File: src/include/homing_latch_defines.vh
// register map, field codes and timing constants for homing and capture
`ifndef HOMING_LATCH_DEFINES_VH
`define HOMING_LATCH_DEFINES_VH
// word addresses (byte address / 4) on the avalon slave
`define REG_CMD 4'h0
`define REG_CONFIG 4'h1
`define REG_SPEED 4'h2
`define REG_STATUS 4'h3
`define REG_STOP 4'h4
`define REG_ARM 4'h5
`define REG_CAPT_BASE 4'h8
// command codes written to the command register bits 2:0
`define CMD_NONE 3'h0
`define CMD_FIND_EDGE 3'h1
`define CMD_FULL_HOME 3'h2
`define CMD_FIND_INDEX 3'h3
`define CMD_ABORT 3'h4
// stop reasons
`define STOP_RUNNING 8'h00
`define STOP_EDGE_DONE 8'h01
`define STOP_HOME_DONE 8'h02
`define STOP_INDEX_DONE 8'h03
`define STOP_ABORTED 8'h04
// servo periods and capture limit in microseconds, clock rate in MHz, unmapped read data
`define FAST_PERIOD_SMALL_US 125
`define FAST_PERIOD_LARGE_US 250
`define NORMAL_PERIOD_US 1000
`define CAPTURE_MAX_US 25
`define CLK_MHZ 50
`define UNMAPPED_DATA 32'hDEADBEEF
`endif

File: src/rtl/homing_and_position_latch.v
// per-axis homing sequencer, position capture and fast mode controls
// Summary of operation
// - find edge slews until home changes, stops
// - full home initial direction: home low forward, high reverse; find edge direction from command bit
// - configurable home input polarity
// - full home decelerates on home change
// - then creeps back until home toggles
// - then moves forward until index pulse
// - position zeroed at captured index position
// - separate find index operation per axis
// - home level, stop reason, status readable
// - capture position within 25 us of low
// - inputs one to four trigger axes one to four
// - arm selects main or auxiliary encoder
// - pending flag reads one until triggered
// - captured value held until rearmed
// - one capture per arming, rearm required
// - fast period 125 us small, 250 us large
// - servo period set by time-base command
// - fast mode disables listed functions
`timescale 1ns/1ns
`include "homing_latch_defines.vh"
module homing_and_position_latch #(
    parameter AXES = 4,
    parameter POS_W = 32,
    parameter SMALL_VARIANT = 0,
    parameter TICK_DIV_NORMAL = `NORMAL_PERIOD_US * `CLK_MHZ
)(
    input wire ref_clk_in,
    input wire rst_n_in,
    input wire [3:0] avs_address_in,
    input wire avs_read_in,
    input wire avs_write_in,
    input wire [31:0] avs_writedata_in,
    output reg [31:0] avs_readdata_out,
    output reg avs_waitrequest_out,
    input wire [AXES-1:0] home_input_in,
    input wire [AXES-1:0] index_input_in,
    input wire [AXES-1:0] axis_capture_input_in,
    input wire [AXES*POS_W-1:0] main_position_in,
    input wire [AXES*POS_W-1:0] aux_position_in,
    output reg [AXES-1:0] motion_enable_out,
    output reg [AXES-1:0] motion_reverse_out,
    output reg [AXES-1:0] motion_slow_out,
    output reg [AXES-1:0] motion_stop_out,
    output reg [AXES-1:0] position_zero_out,
    output reg [AXES*POS_W-1:0] zero_position_out,
    output reg servo_tick_out,
    output reg [8:0] fast_disable_out
);
    // homing states, one-hot
    localparam ST_IDLE = 6'b000001;
    localparam ST_SLEW = 6'b000010;
    localparam ST_DECEL = 6'b000100;
    localparam ST_CREEP = 6'b001000;
    localparam ST_SEEK_INDEX = 6'b010000;
    localparam ST_DONE = 6'b100000;
    // clocks per servo tick in fast mode
    localparam FAST_DIV = (SMALL_VARIANT ? `FAST_PERIOD_SMALL_US
        : `FAST_PERIOD_LARGE_US) * `CLK_MHZ;
    // clocks within which a capture must complete
    localparam CAPT_CYC = `CAPTURE_MAX_US * `CLK_MHZ;

    // extract one axis slice from a packed position bus
    function [POS_W-1:0] slice;
        input [AXES*POS_W-1:0] bus;
        input integer idx;
        begin
            slice = bus[idx*POS_W +: POS_W];
        end
    endfunction

    // pin synchronisers, two flops each
    reg [AXES-1:0] home_s1_q, home_s2_q, home_prev_q;
    reg [AXES-1:0] idx_s1_q, idx_s2_q, idx_prev_q;
    reg [AXES-1:0] cap_s1_q, cap_s2_q, cap_prev_q;
    // configuration and control registers
    reg [AXES-1:0] polarity_q; // home polarity invert per axis
    reg [15:0] period_div_q; // programmed servo period in clocks
    reg fast_mode_q; // fast update mode enable
    reg [15:0] tick_cnt_q; // servo tick divider
    reg [AXES*6-1:0] state_q; // per-axis homing state
    reg [AXES*3-1:0] op_q; // per-axis active operation
    reg [AXES*8-1:0] stop_q; // per-axis stop reason
    reg [AXES-1:0] pending_q; // capture armed, not triggered
    reg [AXES-1:0] use_aux_q; // capture source select
    reg [AXES*POS_W-1:0] capt_q; // captured positions
    reg [AXES*POS_W-1:0] ipos_q; // index capture for zeroing
    reg rd_done_q; // one-cycle wait state marker
    wire [AXES-1:0] home_lvl = home_s2_q ^ polarity_q;
    wire [AXES-1:0] home_chg = home_s2_q ^ home_prev_q;
    wire [AXES-1:0] idx_rise = idx_s2_q & ~idx_prev_q;
    wire [AXES-1:0] cap_fall = ~cap_s2_q & cap_prev_q;
    wire bus_req = avs_read_in | avs_write_in;
    wire bus_take = bus_req & rd_done_q;
    wire wr = avs_write_in & bus_take;
    integer i;

    // input synchronisers and edge history
    always @(posedge ref_clk_in)
    begin
        if (!rst_n_in)
        begin
            home_s1_q <= {AXES{1'b0}};
            home_s2_q <= {AXES{1'b0}};
            home_prev_q <= {AXES{1'b0}};
            idx_s1_q <= {AXES{1'b0}};
            idx_s2_q <= {AXES{1'b0}};
            idx_prev_q <= {AXES{1'b0}};
            cap_s1_q <= {AXES{1'b1}};
            cap_s2_q <= {AXES{1'b1}};
            cap_prev_q <= {AXES{1'b1}};
        end
        else
        begin
            home_s1_q <= home_input_in;
            home_s2_q <= home_s1_q;
            home_prev_q <= home_s2_q;
            idx_s1_q <= index_input_in;
            idx_s2_q <= idx_s1_q;
            idx_prev_q <= idx_s2_q;
            cap_s1_q <= axis_capture_input_in;
            cap_s2_q <= cap_s1_q;
            cap_prev_q <= cap_s2_q;
        end
    end

    // servo tick generator, fast or programmed period
    always @(posedge ref_clk_in)
    begin
        if (!rst_n_in)
        begin
            tick_cnt_q <= 16'h0000;
            servo_tick_out <= 1'b0;
        end
        else if (tick_cnt_q == 16'h0000)
        begin
            // reload from active period
            tick_cnt_q <= fast_mode_q ? FAST_DIV[15:0] - 16'h0001
                : period_div_q - 16'h0001;
            servo_tick_out <= 1'b1;
        end
        else
        begin
            tick_cnt_q <= tick_cnt_q - 16'h0001;
            servo_tick_out <= 1'b0;
        end
    end

    // avalon slave: one wait state, then answer
    always @(posedge ref_clk_in)
    begin
        if (!rst_n_in)
        begin
            rd_done_q <= 1'b0;
            avs_waitrequest_out <= 1'b1;
            avs_readdata_out <= 32'h00000000;
            polarity_q <= {AXES{1'b0}};
            period_div_q <= TICK_DIV_NORMAL[15:0];
            fast_mode_q <= 1'b0;
            fast_disable_out <= 9'h000;
        end
        else
        begin
            // hold waitrequest high for one cycle of each request
            rd_done_q <= bus_req & ~rd_done_q;
            avs_waitrequest_out <= ~(bus_req & ~rd_done_q);
            fast_disable_out <= {9{fast_mode_q}};
            if (wr && avs_address_in == `REG_CONFIG)
            begin
                polarity_q <= avs_writedata_in[AXES-1:0];
                fast_mode_q <= avs_writedata_in[8];
            end
            if (wr && avs_address_in == `REG_SPEED)
                period_div_q <= avs_writedata_in[15:0];
            if (avs_read_in && bus_req && !rd_done_q)
            begin
                // read mux, data ready as waitrequest drops
                case (avs_address_in)
                `REG_CONFIG:
                    avs_readdata_out <= {23'h000000, fast_mode_q,
                        {(8-AXES){1'b0}}, polarity_q};
                `REG_SPEED:
                    avs_readdata_out <= {16'h0000, period_div_q};
                `REG_STATUS:
                    avs_readdata_out <= {16'h0000,
                        {(4-AXES){1'b0}}, pending_q,
                        {(4-AXES){1'b0}}, cap_s2_q,
                        {(4-AXES){1'b0}}, idx_s2_q,
                        {(4-AXES){1'b0}}, home_lvl};
                `REG_STOP:
                    avs_readdata_out <= stop_q[31:0];
                `REG_ARM:
                    avs_readdata_out <= {{(32-2*AXES){1'b0}},
                        use_aux_q, pending_q};
                `REG_CMD:
                    avs_readdata_out <= {{(32-3*AXES){1'b0}}, op_q};
                default:
                    if (avs_address_in >= `REG_CAPT_BASE &&
                        avs_address_in < `REG_CAPT_BASE + AXES)
                        avs_readdata_out <= slice(capt_q,
                            avs_address_in - `REG_CAPT_BASE);
                    else
                        avs_readdata_out <= `UNMAPPED_DATA;
                endcase
            end
        end
    end

    // capture logic per axis
    always @(posedge ref_clk_in)
    begin
        if (!rst_n_in)
        begin
            pending_q <= {AXES{1'b0}};
            use_aux_q <= {AXES{1'b0}};
            capt_q <= {AXES*POS_W{1'b0}};
        end
        else
        begin
            for (i = 0; i < AXES; i = i + 1)
            begin
                if (pending_q[i] && cap_fall[i])
                begin
                    // capture in 3 clocks, well inside CAPT_CYC
                    capt_q[i*POS_W +: POS_W] <= use_aux_q[i]
                        ? slice(aux_position_in, i)
                        : slice(main_position_in, i);
                    pending_q[i] <= 1'b0;
                end
                else if (wr && avs_address_in == `REG_ARM &&
                    avs_writedata_in[i])
                begin
                    pending_q[i] <= 1'b1;
                    use_aux_q[i] <= avs_writedata_in[i+4];
                end
            end
        end
    end

    // homing sequencers per axis
    always @(posedge ref_clk_in)
    begin
        if (!rst_n_in)
        begin
            state_q <= {AXES{ST_IDLE}};
            op_q <= {AXES{`CMD_NONE}};
            stop_q <= {AXES{`STOP_RUNNING}};
            ipos_q <= {AXES*POS_W{1'b0}};
            motion_enable_out <= {AXES{1'b0}};
            motion_reverse_out <= {AXES{1'b0}};
            motion_slow_out <= {AXES{1'b0}};
            motion_stop_out <= {AXES{1'b0}};
            position_zero_out <= {AXES{1'b0}};
            zero_position_out <= {AXES*POS_W{1'b0}};
        end
        else
        begin
            position_zero_out <= {AXES{1'b0}};
            for (i = 0; i < AXES; i = i + 1)
            begin
                if (wr && avs_address_in == `REG_CMD &&
                    avs_writedata_in[2:0] == `CMD_ABORT &&
                    avs_writedata_in[8+i])
                begin
                    state_q[i*6 +: 6] <= ST_IDLE;
                    motion_enable_out[i] <= 1'b0;
                    stop_q[i*8 +: 8] <= `STOP_ABORTED;
                end
                else
                case (state_q[i*6 +: 6])
                ST_IDLE:
                    if (wr && avs_address_in == `REG_CMD &&
                        avs_writedata_in[8+i] &&
                        avs_writedata_in[2:0] != `CMD_NONE &&
                        avs_writedata_in[2:0] != `CMD_ABORT)
                    begin
                        op_q[i*3 +: 3] <= avs_writedata_in[2:0];
                        stop_q[i*8 +: 8] <= `STOP_RUNNING;
                        motion_enable_out[i] <= 1'b1;
                        motion_stop_out[i] <= 1'b0;
                        motion_slow_out[i] <= 1'b0;
                        if (avs_writedata_in[2:0] == `CMD_FULL_HOME)
                            motion_reverse_out[i] <= home_lvl[i];
                        else
                            motion_reverse_out[i] <= avs_writedata_in[12+i];
                        state_q[i*6 +: 6] <= (avs_writedata_in[2:0] ==
                            `CMD_FIND_INDEX) ? ST_SEEK_INDEX
                            : ST_SLEW;
                    end
                ST_SLEW:
                    if (home_chg[i])
                    begin
                        motion_stop_out[i] <= 1'b1;
                        state_q[i*6 +: 6] <= ST_DECEL;
                    end
                ST_DECEL:
                    if (servo_tick_out)
                    begin
                        // one servo tick to settle the stop request
                        motion_stop_out[i] <= 1'b0;
                        if (op_q[i*3 +: 3] == `CMD_FULL_HOME)
                        begin
                            motion_reverse_out[i] <= ~motion_reverse_out[i];
                            motion_slow_out[i] <= 1'b1;
                            state_q[i*6 +: 6] <= ST_CREEP;
                        end
                        else
                        begin
                            motion_enable_out[i] <= 1'b0;
                            stop_q[i*8 +: 8] <= `STOP_EDGE_DONE;
                            state_q[i*6 +: 6] <= ST_DONE;
                        end
                    end
                ST_CREEP:
                    if (home_chg[i])
                    begin
                        motion_reverse_out[i] <= 1'b0;
                        state_q[i*6 +: 6] <= ST_SEEK_INDEX;
                    end
                ST_SEEK_INDEX:
                    if (idx_rise[i])
                    begin
                        ipos_q[i*POS_W +: POS_W] <=
                            slice(main_position_in, i);
                        motion_enable_out[i] <= 1'b0;
                        motion_slow_out[i] <= 1'b0;
                        if (op_q[i*3 +: 3] == `CMD_FULL_HOME)
                        begin
                            // zero counter at the index position
                            position_zero_out[i] <= 1'b1;
                            zero_position_out[i*POS_W +: POS_W] <=
                                slice(main_position_in, i);
                            stop_q[i*8 +: 8] <= `STOP_HOME_DONE;
                        end
                        else
                            stop_q[i*8 +: 8] <= `STOP_INDEX_DONE;
                        state_q[i*6 +: 6] <= ST_DONE;
                    end
                ST_DONE:
                    state_q[i*6 +: 6] <= ST_IDLE;
                default:
                    state_q[i*6 +: 6] <= ST_IDLE;
                endcase
            end
        end
    end
endmodule

File: config.mk
export PLATFORM = sky130hd
export DESIGN_NAME = homing_and_position_latch
export DESIGN_NICKNAME = d
export VERILOG_FILES = /design/src/rtl/homing_and_position_latch.v
export VERILOG_INCLUDE_DIRS = /design/src /design/src/include
export SDC_FILE = /design/constraint.sdc
export NUM_CORES = 1
export LEC_CHECK = 0
export BUFFER_PORTS_ARGS = -buffer_cell sky130_fd_sc_hd__buf_2
export CORE_MARGIN = 5
export CORE_UTILIZATION = 57
export CTS_CLUSTER_SIZE = 10
export DETAILED_ROUTE_END_ITERATION = 8
export GPL_TIMING_DRIVEN = 0
export PLACE_DENSITY = 0.88
export SETUP_SLACK_MARGIN = 0.4
export SYNTH_ARGS = -nofsm -noshare
export SYNTH_HDL_FRONTEND = slang
export SYNTH_SLANG_ARGS = --single-unit
export TNS_END_PERCENT = 10
File: constraint.sdc
create_clock -name ref_clk_in -period 5.3 [get_ports ref_clk_in]
set_input_delay 1.06 -clock ref_clk_in [delete_from_list [all_inputs] [get_ports ref_clk_in]]
set_output_delay 1.06 -clock ref_clk_in [all_outputs]
set_load 0.01 [all_outputs]
==> results.cfg, run 1 <==
[critical_path]
reg2reg_setup_slack_ns = 2.18
critPathRequiredTime_ns = 5.81
reg2reg_to = zero_position_out[6]
path_max_fanout = 10
r2r_start = state_q[1]
start_kind = primary input
crit_type = in -> reg
cp-end-kind = register
worstRegToRegCells = 7
arrival_ns = 4.02

[timing]
tns_ns = 0
fmax_mhz = 284.2
hold_viol_final = 0
final.period_utilization_pct = 66.38
slew_headroom_pct = 3.295
rsz0062_at_grt = no
setup_viol = 0
worst_slew_pin_slew_ns = 1.437
drv_slew = 0
fin_hold_ws_ns = 0.4251
skew_ns = 0.02533
fin_crit_ns = 3.518

[routing]
drcViolationCount = 0
via_per_inst = 6.277
wirelength_um = 81390
ant_nets = 0
vias = 20030
dr.pass1.iters = 8
wl_per_cell_um = 25.51
drtIter0Drc = 2274

[job]
cap_viol_max_count = 0

[grt]
grt_pass1_wl_um = 119100
grtUsageTotal_pct = 40.70
grt_pass1_vias = 19560
grt_max_degree = 14
antenna_found_initial = 5
overflow = 0

[placement]
routabilityCongestion = 1.010
port-buffer-count = 478
dp_hpwl_um = 63710

[worst_hold_path]
hold-path-endpoint = cap_s2_q[0]
hp-class = reg -> reg
hp-start = cap_s1_q[0]
hold_path_depth = 1

[die]
row_count = 67
coreArea_mm2 = 0.03353
dieWidth_um = 194.4
fp.dieArea_mm2 = 0.03781
die_y_um = 194.4
start_util_pct = 57.82
ios = 499

[synth]
ys_seq_area_share_pct = 45.53
async_flop_share_pct = 0
synth_edf_count = 0
synth_area_mm2 = 0.01939
syn_inst = 2195
yosysUniqueCellTypes = 77
synth-seq-cells = 441
ys.warnings.count = 0
syn-num-nets = 2506
synth_area_per_cell_um2 = 8.834
synth_ff_type = dfxtp_1

[pwr]
vdd_drop_max_mv = 0.2479
clkPwrFrac_pct = 39.6
power.share.sequential_pct = 44.2
power.internal_uw = 5698
powerDensity_mw_per_mm2 = 334.3
power_leakage_uw = 0.009108
p_sw_uw = 2244
p_sw_share_pct = 28.25
power_frac_comb_pct = 16.2

[clock_tree]
clk_pin_slew_ns = 0.05
cts_tree = built
insertion_delay_ns = 0.59
post_cts_buffers = 0
numCtsBuffers = 51
cts_buffer_depth = 3
post_cts_resized = 0
clock-sinks = 441
cts_max_level = 2
cts-root-buf = clkbuf_16
ctsHoldBuffers = 0

[run_status]
status = complete, no violations

[layout]
area_delta_synth_final_pct = 22.51
multiInputGateArea_mm2 = 0.009772
nets = 3037
drive_above_1_share_pct = 22.95
seq_area_mm2 = 0.008828
n_fill_cell = 2656
## power by group through the flow
stage	Sequential, uW	Combinational (uW)	Clock, uW
after floorplan	3570	803	0
after global placement	3570	1230	0
after detailed placement	3580	1250	0
after CTS	3510	1250	3120
after global routing	3520	1390	3270
final	3510	1280	3140
## routing by layer
metal | global-route usage, % | share of wire [%]
met5 | 0 | 0.016
met4 | 23.85 | 7.5
met3 | 10.39 | 10
met2 | 66.83 | 46
met1 | 48.34 | 36
## cell usage after synthesis, types with 16 or more instances
master    number  area [um2]
dfxtp_1      441        8828
nand2_1      299        1122
o21ai_1       18       90.09
buf_1         16       60.06
nor2_1       264       991.0
mux2i_1      164        1642
nor3_1        36       180.2
o21ai_0       54       270.3
xnor2_1       28       245.2
a211oi_1     140        1051
nand3_1       54       270.3
and2_1        28       175.2
a21oi_1      184       920.9
mux4_2        32       720.7
clkbuf_1     137       514.2
nand2b_1      29       181.4
## metrics by stage
step	utilization (%)	cell area, um2	cells	setup WS [ns]	power [uW]
after CTS	70.80	23740	3184	1.880	7888
after floorplan	-	19390	2195	2.290	4368
after global routing	70.82	23750	3187	1.575	8187
final	70.84	23760	3190	1.782	7941
after global placement	66.63	22340	3121	1.194	4803
after detailed placement	66.65	22350	3121	1.293	4825
## final cells by class
| cell class | count | share of cell area [%] |
|---|---|---|
| timing repair buffer | 478 | 10.07 |
| clock buffer | 58 | 5.567 |
| buffer | 176 | 3.097 |
| clock inverter | 5 | 0.2897 |
| antenna | 6 | 0.06320 |
| tap | 448 | 2.360 |
| multi-input combinational | 1562 | 41.14 |
| sequential | 441 | 37.16 |
| inverter | 16 | 0.2528 |
## logic make-up after synthesis
kind of cell | after synthesis | share of synthesized area [%]
multiplexers | 202 | 12.53
AND/OR/NAND/NOR | 833 | 19.86
XOR/XNOR | 40 | 1.807
adder cells (fa/ha/maj) | 3 | 0.1936
flip-flops | 441 | 45.53
AO/OA/AOI/OAI | 484 | 15.97
buffers and inverters | 192 | 4.104
## state kept, by name, summed over array words and instances (netlist names), 12 cells and up
signal and flops:
avs_readdata_out 32, capt_q 128, op_q 12, period_div_q 16, state_q 24, stop_q 12
tick_cnt_q 16, zero_position_out 128
## worst max-delay path: stages
cell and delay [ns]:
clkbuf_1 0.24, nor3b_1 0.66, nand4_1 0.42, nor2b_1 0.31, nand2_1 0.29, clkbuf_1 0.69
nand2_1 0.15, a21oi_1 0.19
## how the worst max path moves through the flow
stage | start | cells past startpoint | endpoint
2_1_floorplan | avs_address_in[1] | 10 | zero_position_out[34]
3_5_place_dp | avs_address_in[0] | 8 | zero_position_out[95]
5_1_grt | avs_address_in[0] | 8 | zero_position_out[65]
4_1_cts | avs_address_in[0] | 8 | zero_position_out[95]
6_report | avs_address_in[0] | 8 | zero_position_out[91]
3_3_place_gp | avs_address_in[0] | 7 | avs_readdata_out[9]
## cells in the final DEF, fill, tap and decap left out, types with 13 or more instances in the layout
| cell type | instances |
|---|---|
| a211oi_1 | 140 |
| o21ai_0 | 54 |
| dfxtp_1 | 441 |
| a221oi_1 | 13 |
| nor3b_1 | 14 |
| o21ai_1 | 18 |
| nand2b_1 | 29 |
| inv_1 | 15 |
| buf_2 | 487 |
| mux2i_1 | 164 |
| nand2_1 | 299 |
| a21oi_1 | 184 |
| nor3_1 | 36 |
| clkbuf_16 | 51 |
| nor2_1 | 264 |
| nor4_1 | 13 |
| nand3_1 | 54 |
| and2_1 | 28 |
| xnor2_1 | 28 |
| and3_1 | 13 |
| clkbuf_1 | 142 |
| buf_1 | 16 |
| mux4_2 | 32 |
No activity file was read; power rests on OpenSTA's default activity.
==> run 2, diff against run 1 <==
--- a/config.mk
+++ b/config.mk
@@ -8,11 +8,11 @@
 export LEC_CHECK = 0
 export BUFFER_PORTS_ARGS = -buffer_cell sky130_fd_sc_hd__buf_2
 export CORE_MARGIN = 5
-export CORE_UTILIZATION = 57
+export CORE_UTILIZATION = 48
 export CTS_CLUSTER_SIZE = 10
 export DETAILED_ROUTE_END_ITERATION = 8
 export GPL_TIMING_DRIVEN = 0
-export PLACE_DENSITY = 0.88
+export PLACE_DENSITY = 0.79
 export SETUP_SLACK_MARGIN = 0.4
 export SYNTH_ARGS = -nofsm -noshare
 export SYNTH_HDL_FRONTEND = slang
==> constraint.sdc (replaced) <==
create_clock -name ref_clk_in -period 3 [get_ports ref_clk_in]
set_input_delay 0.6 -clock ref_clk_in [delete_from_list [all_inputs] [get_ports ref_clk_in]]
set_output_delay 0.6 -clock ref_clk_in [all_outputs]
set_load 0.01 [all_outputs]
==> results.cfg, run 2 (synthesis results as in run 1) <==
[clock_tree]
clock-sinks = 441
cts_tree = built
cts_buffer_depth = 3
insertion_delay_ns = 0.61
clk_pin_slew_ns = 0.06
cts-root-buf = clkbuf_16
cts_max_level = 2
numCtsBuffers = 51

[critical_path]
start_kind = primary input
arrival_ns = 3.23
path_cells = clkbuf_1 > clkbuf_1 > clkbuf_1 > o21ai_0 > a21oi_1
crit_type = in -> reg
max_stage_delay_ns = 0.82
path_common_cell = clkbuf_1
crit_path_top_delay_cell = clkbuf_1
path_max_fanout = 10
critPathRequiredTime_ns = 3.53
cp-end-kind = register

[placement]
port-buffer-count = 478
place_ws_ns = -0.5998
placed_area_mm2 = 0.02245
routabilityCongestion = 0.9979
dp_hpwl_um = 64620

[layout]
nets = 3048
final_common_cell = buf_2
stdcell_area_mm2 = 0.02405
reg.largest.list = capt_q x128, zero_position_out x128, avs_readdata_out x32
drive_above_1_share_pct = 23.84
area_delta_synth_final_pct = 24.04
finalCoreUtilization_pct = 60.40
final_cell_mix = buf_2, dfxtp_1, nand2_1

[timing]
layout_setup_ws_ns = 0.2998
fin_crit_ns = 2.700
slew_headroom_pct = 26.19
setup_viol = 0
fmax_mhz = 370.3
final.period_utilization_pct = 90.01
worst_slew_pin_slew_ns = 1.105
tns_ns = 0
skew_ns = 0.03257
hold_viol_final = 0
fin_hold_ws_ns = 0.1901
drv_slew = 0
rsz0062_at_grt = yes

[grt]
grt_max_degree = 15
grt_pass1_vias = 19010
overflow = 0
antenna_found_initial = 6
grt_pass1_wl_um = 118300
grtUsageTotal_pct = 34.79

[routing]
ant_nets = 0
wl_per_cell_um = 24.99
wirelength_um = 81840
drcViolationCount = 0
via_per_inst = 6.041
dr.pass1.iters = 6
vias = 19780
drtIter0Drc = 2093

[worst_hold_path]
hp-class = in -> reg

[die]
fp.dieArea_mm2 = 0.04451
ios = 499
coreArea_mm2 = 0.03982
row_count = 73
start_util_pct = 48.69
die_y_um = 211.0
dieWidth_um = 211.0

[pwr]
power_leakage_uw = 0.009222
powerDensity_mw_per_mm2 = 590.6
vdd_drop_max_mv = 0.4316

[run_status]
status = complete, no violations

[job]
cap_viol_max_count = 0
==> run 2: changes by cell type in the layout (fill, tap and decap cells not counted), sizes merged <==
cell / change
diode: -4
clkbuf: +3
inv: -1
clkinv: +1
buf: +9
==> run 2: power breakdown <==
part / switching [uW] / internal (uW) / total [uW]
clock network: 2440 / 3230 / 5660
logic: 1450 / 881 / 2330
registers: 164 / 6050 / 6210
total: 4050 / 10200 / 14200
==> run 2: metal layers <==
metal	GRT usage (%)	part of all wire [%]	vias to the layer above
li1	-	-	8850
met1	43.92	38	9451
met2	57.12	47	1211
met3	6.476	9.0	265
met4	17.80	6.2	6
met5	0	0.034	-
==> run 2: repair_timing <==
action | CTS | global route
gates resized for setup | 9 | 17
pin swaps | 4 | 1
endpoints found under the setup margin | 157 | 176
buffers inserted | 7 | 3
hold buffers | 0 | 0
==> run 2: layout make-up <==
class,instances,area (um2)
diodes,2,5.005
plain buffers,176,749.5
clock buffers,59,1348
clock inverters,5,90.09
fillers,3565,15770
inverters,16,60.06
multi-input cells,1562,9839
flip-flops and latches,441,8828
well taps,525,656.9
repair buffers,489,2475
==> run 2: final timing paths <==
check	startpoint	to	slack [ns]	depth (start not counted)
setup reg to reg	rd_done_q	zero_position_out[28]	0.39	9
setup / recovery	rst_n_in	avs_readdata_out[18]	0.30	5
hold reg to reg	cap_s1_q[0]	cap_s2_q[0]	0.41	1
hold / removal	axis_capture_input_in[2]	cap_s1_q[2]	0.19	2
==> run 2: stage by stage <==
stage / total power, uW / instances
5_1_grt: 14610 / 3274
6_report: 14200 / 3275
4_1_cts: 14110 / 3270
2_1_floorplan: 7717 / 2195
3_5_place_dp: 8547 / 3199
3_3_place_gp: 8498 / 3198
==> run 2: critical path, delay by kind of cell <==
kind	cells	cell delay, ns
AO/OA/AOI/OAI	2	0.36
buffers and inverters	3	2.26
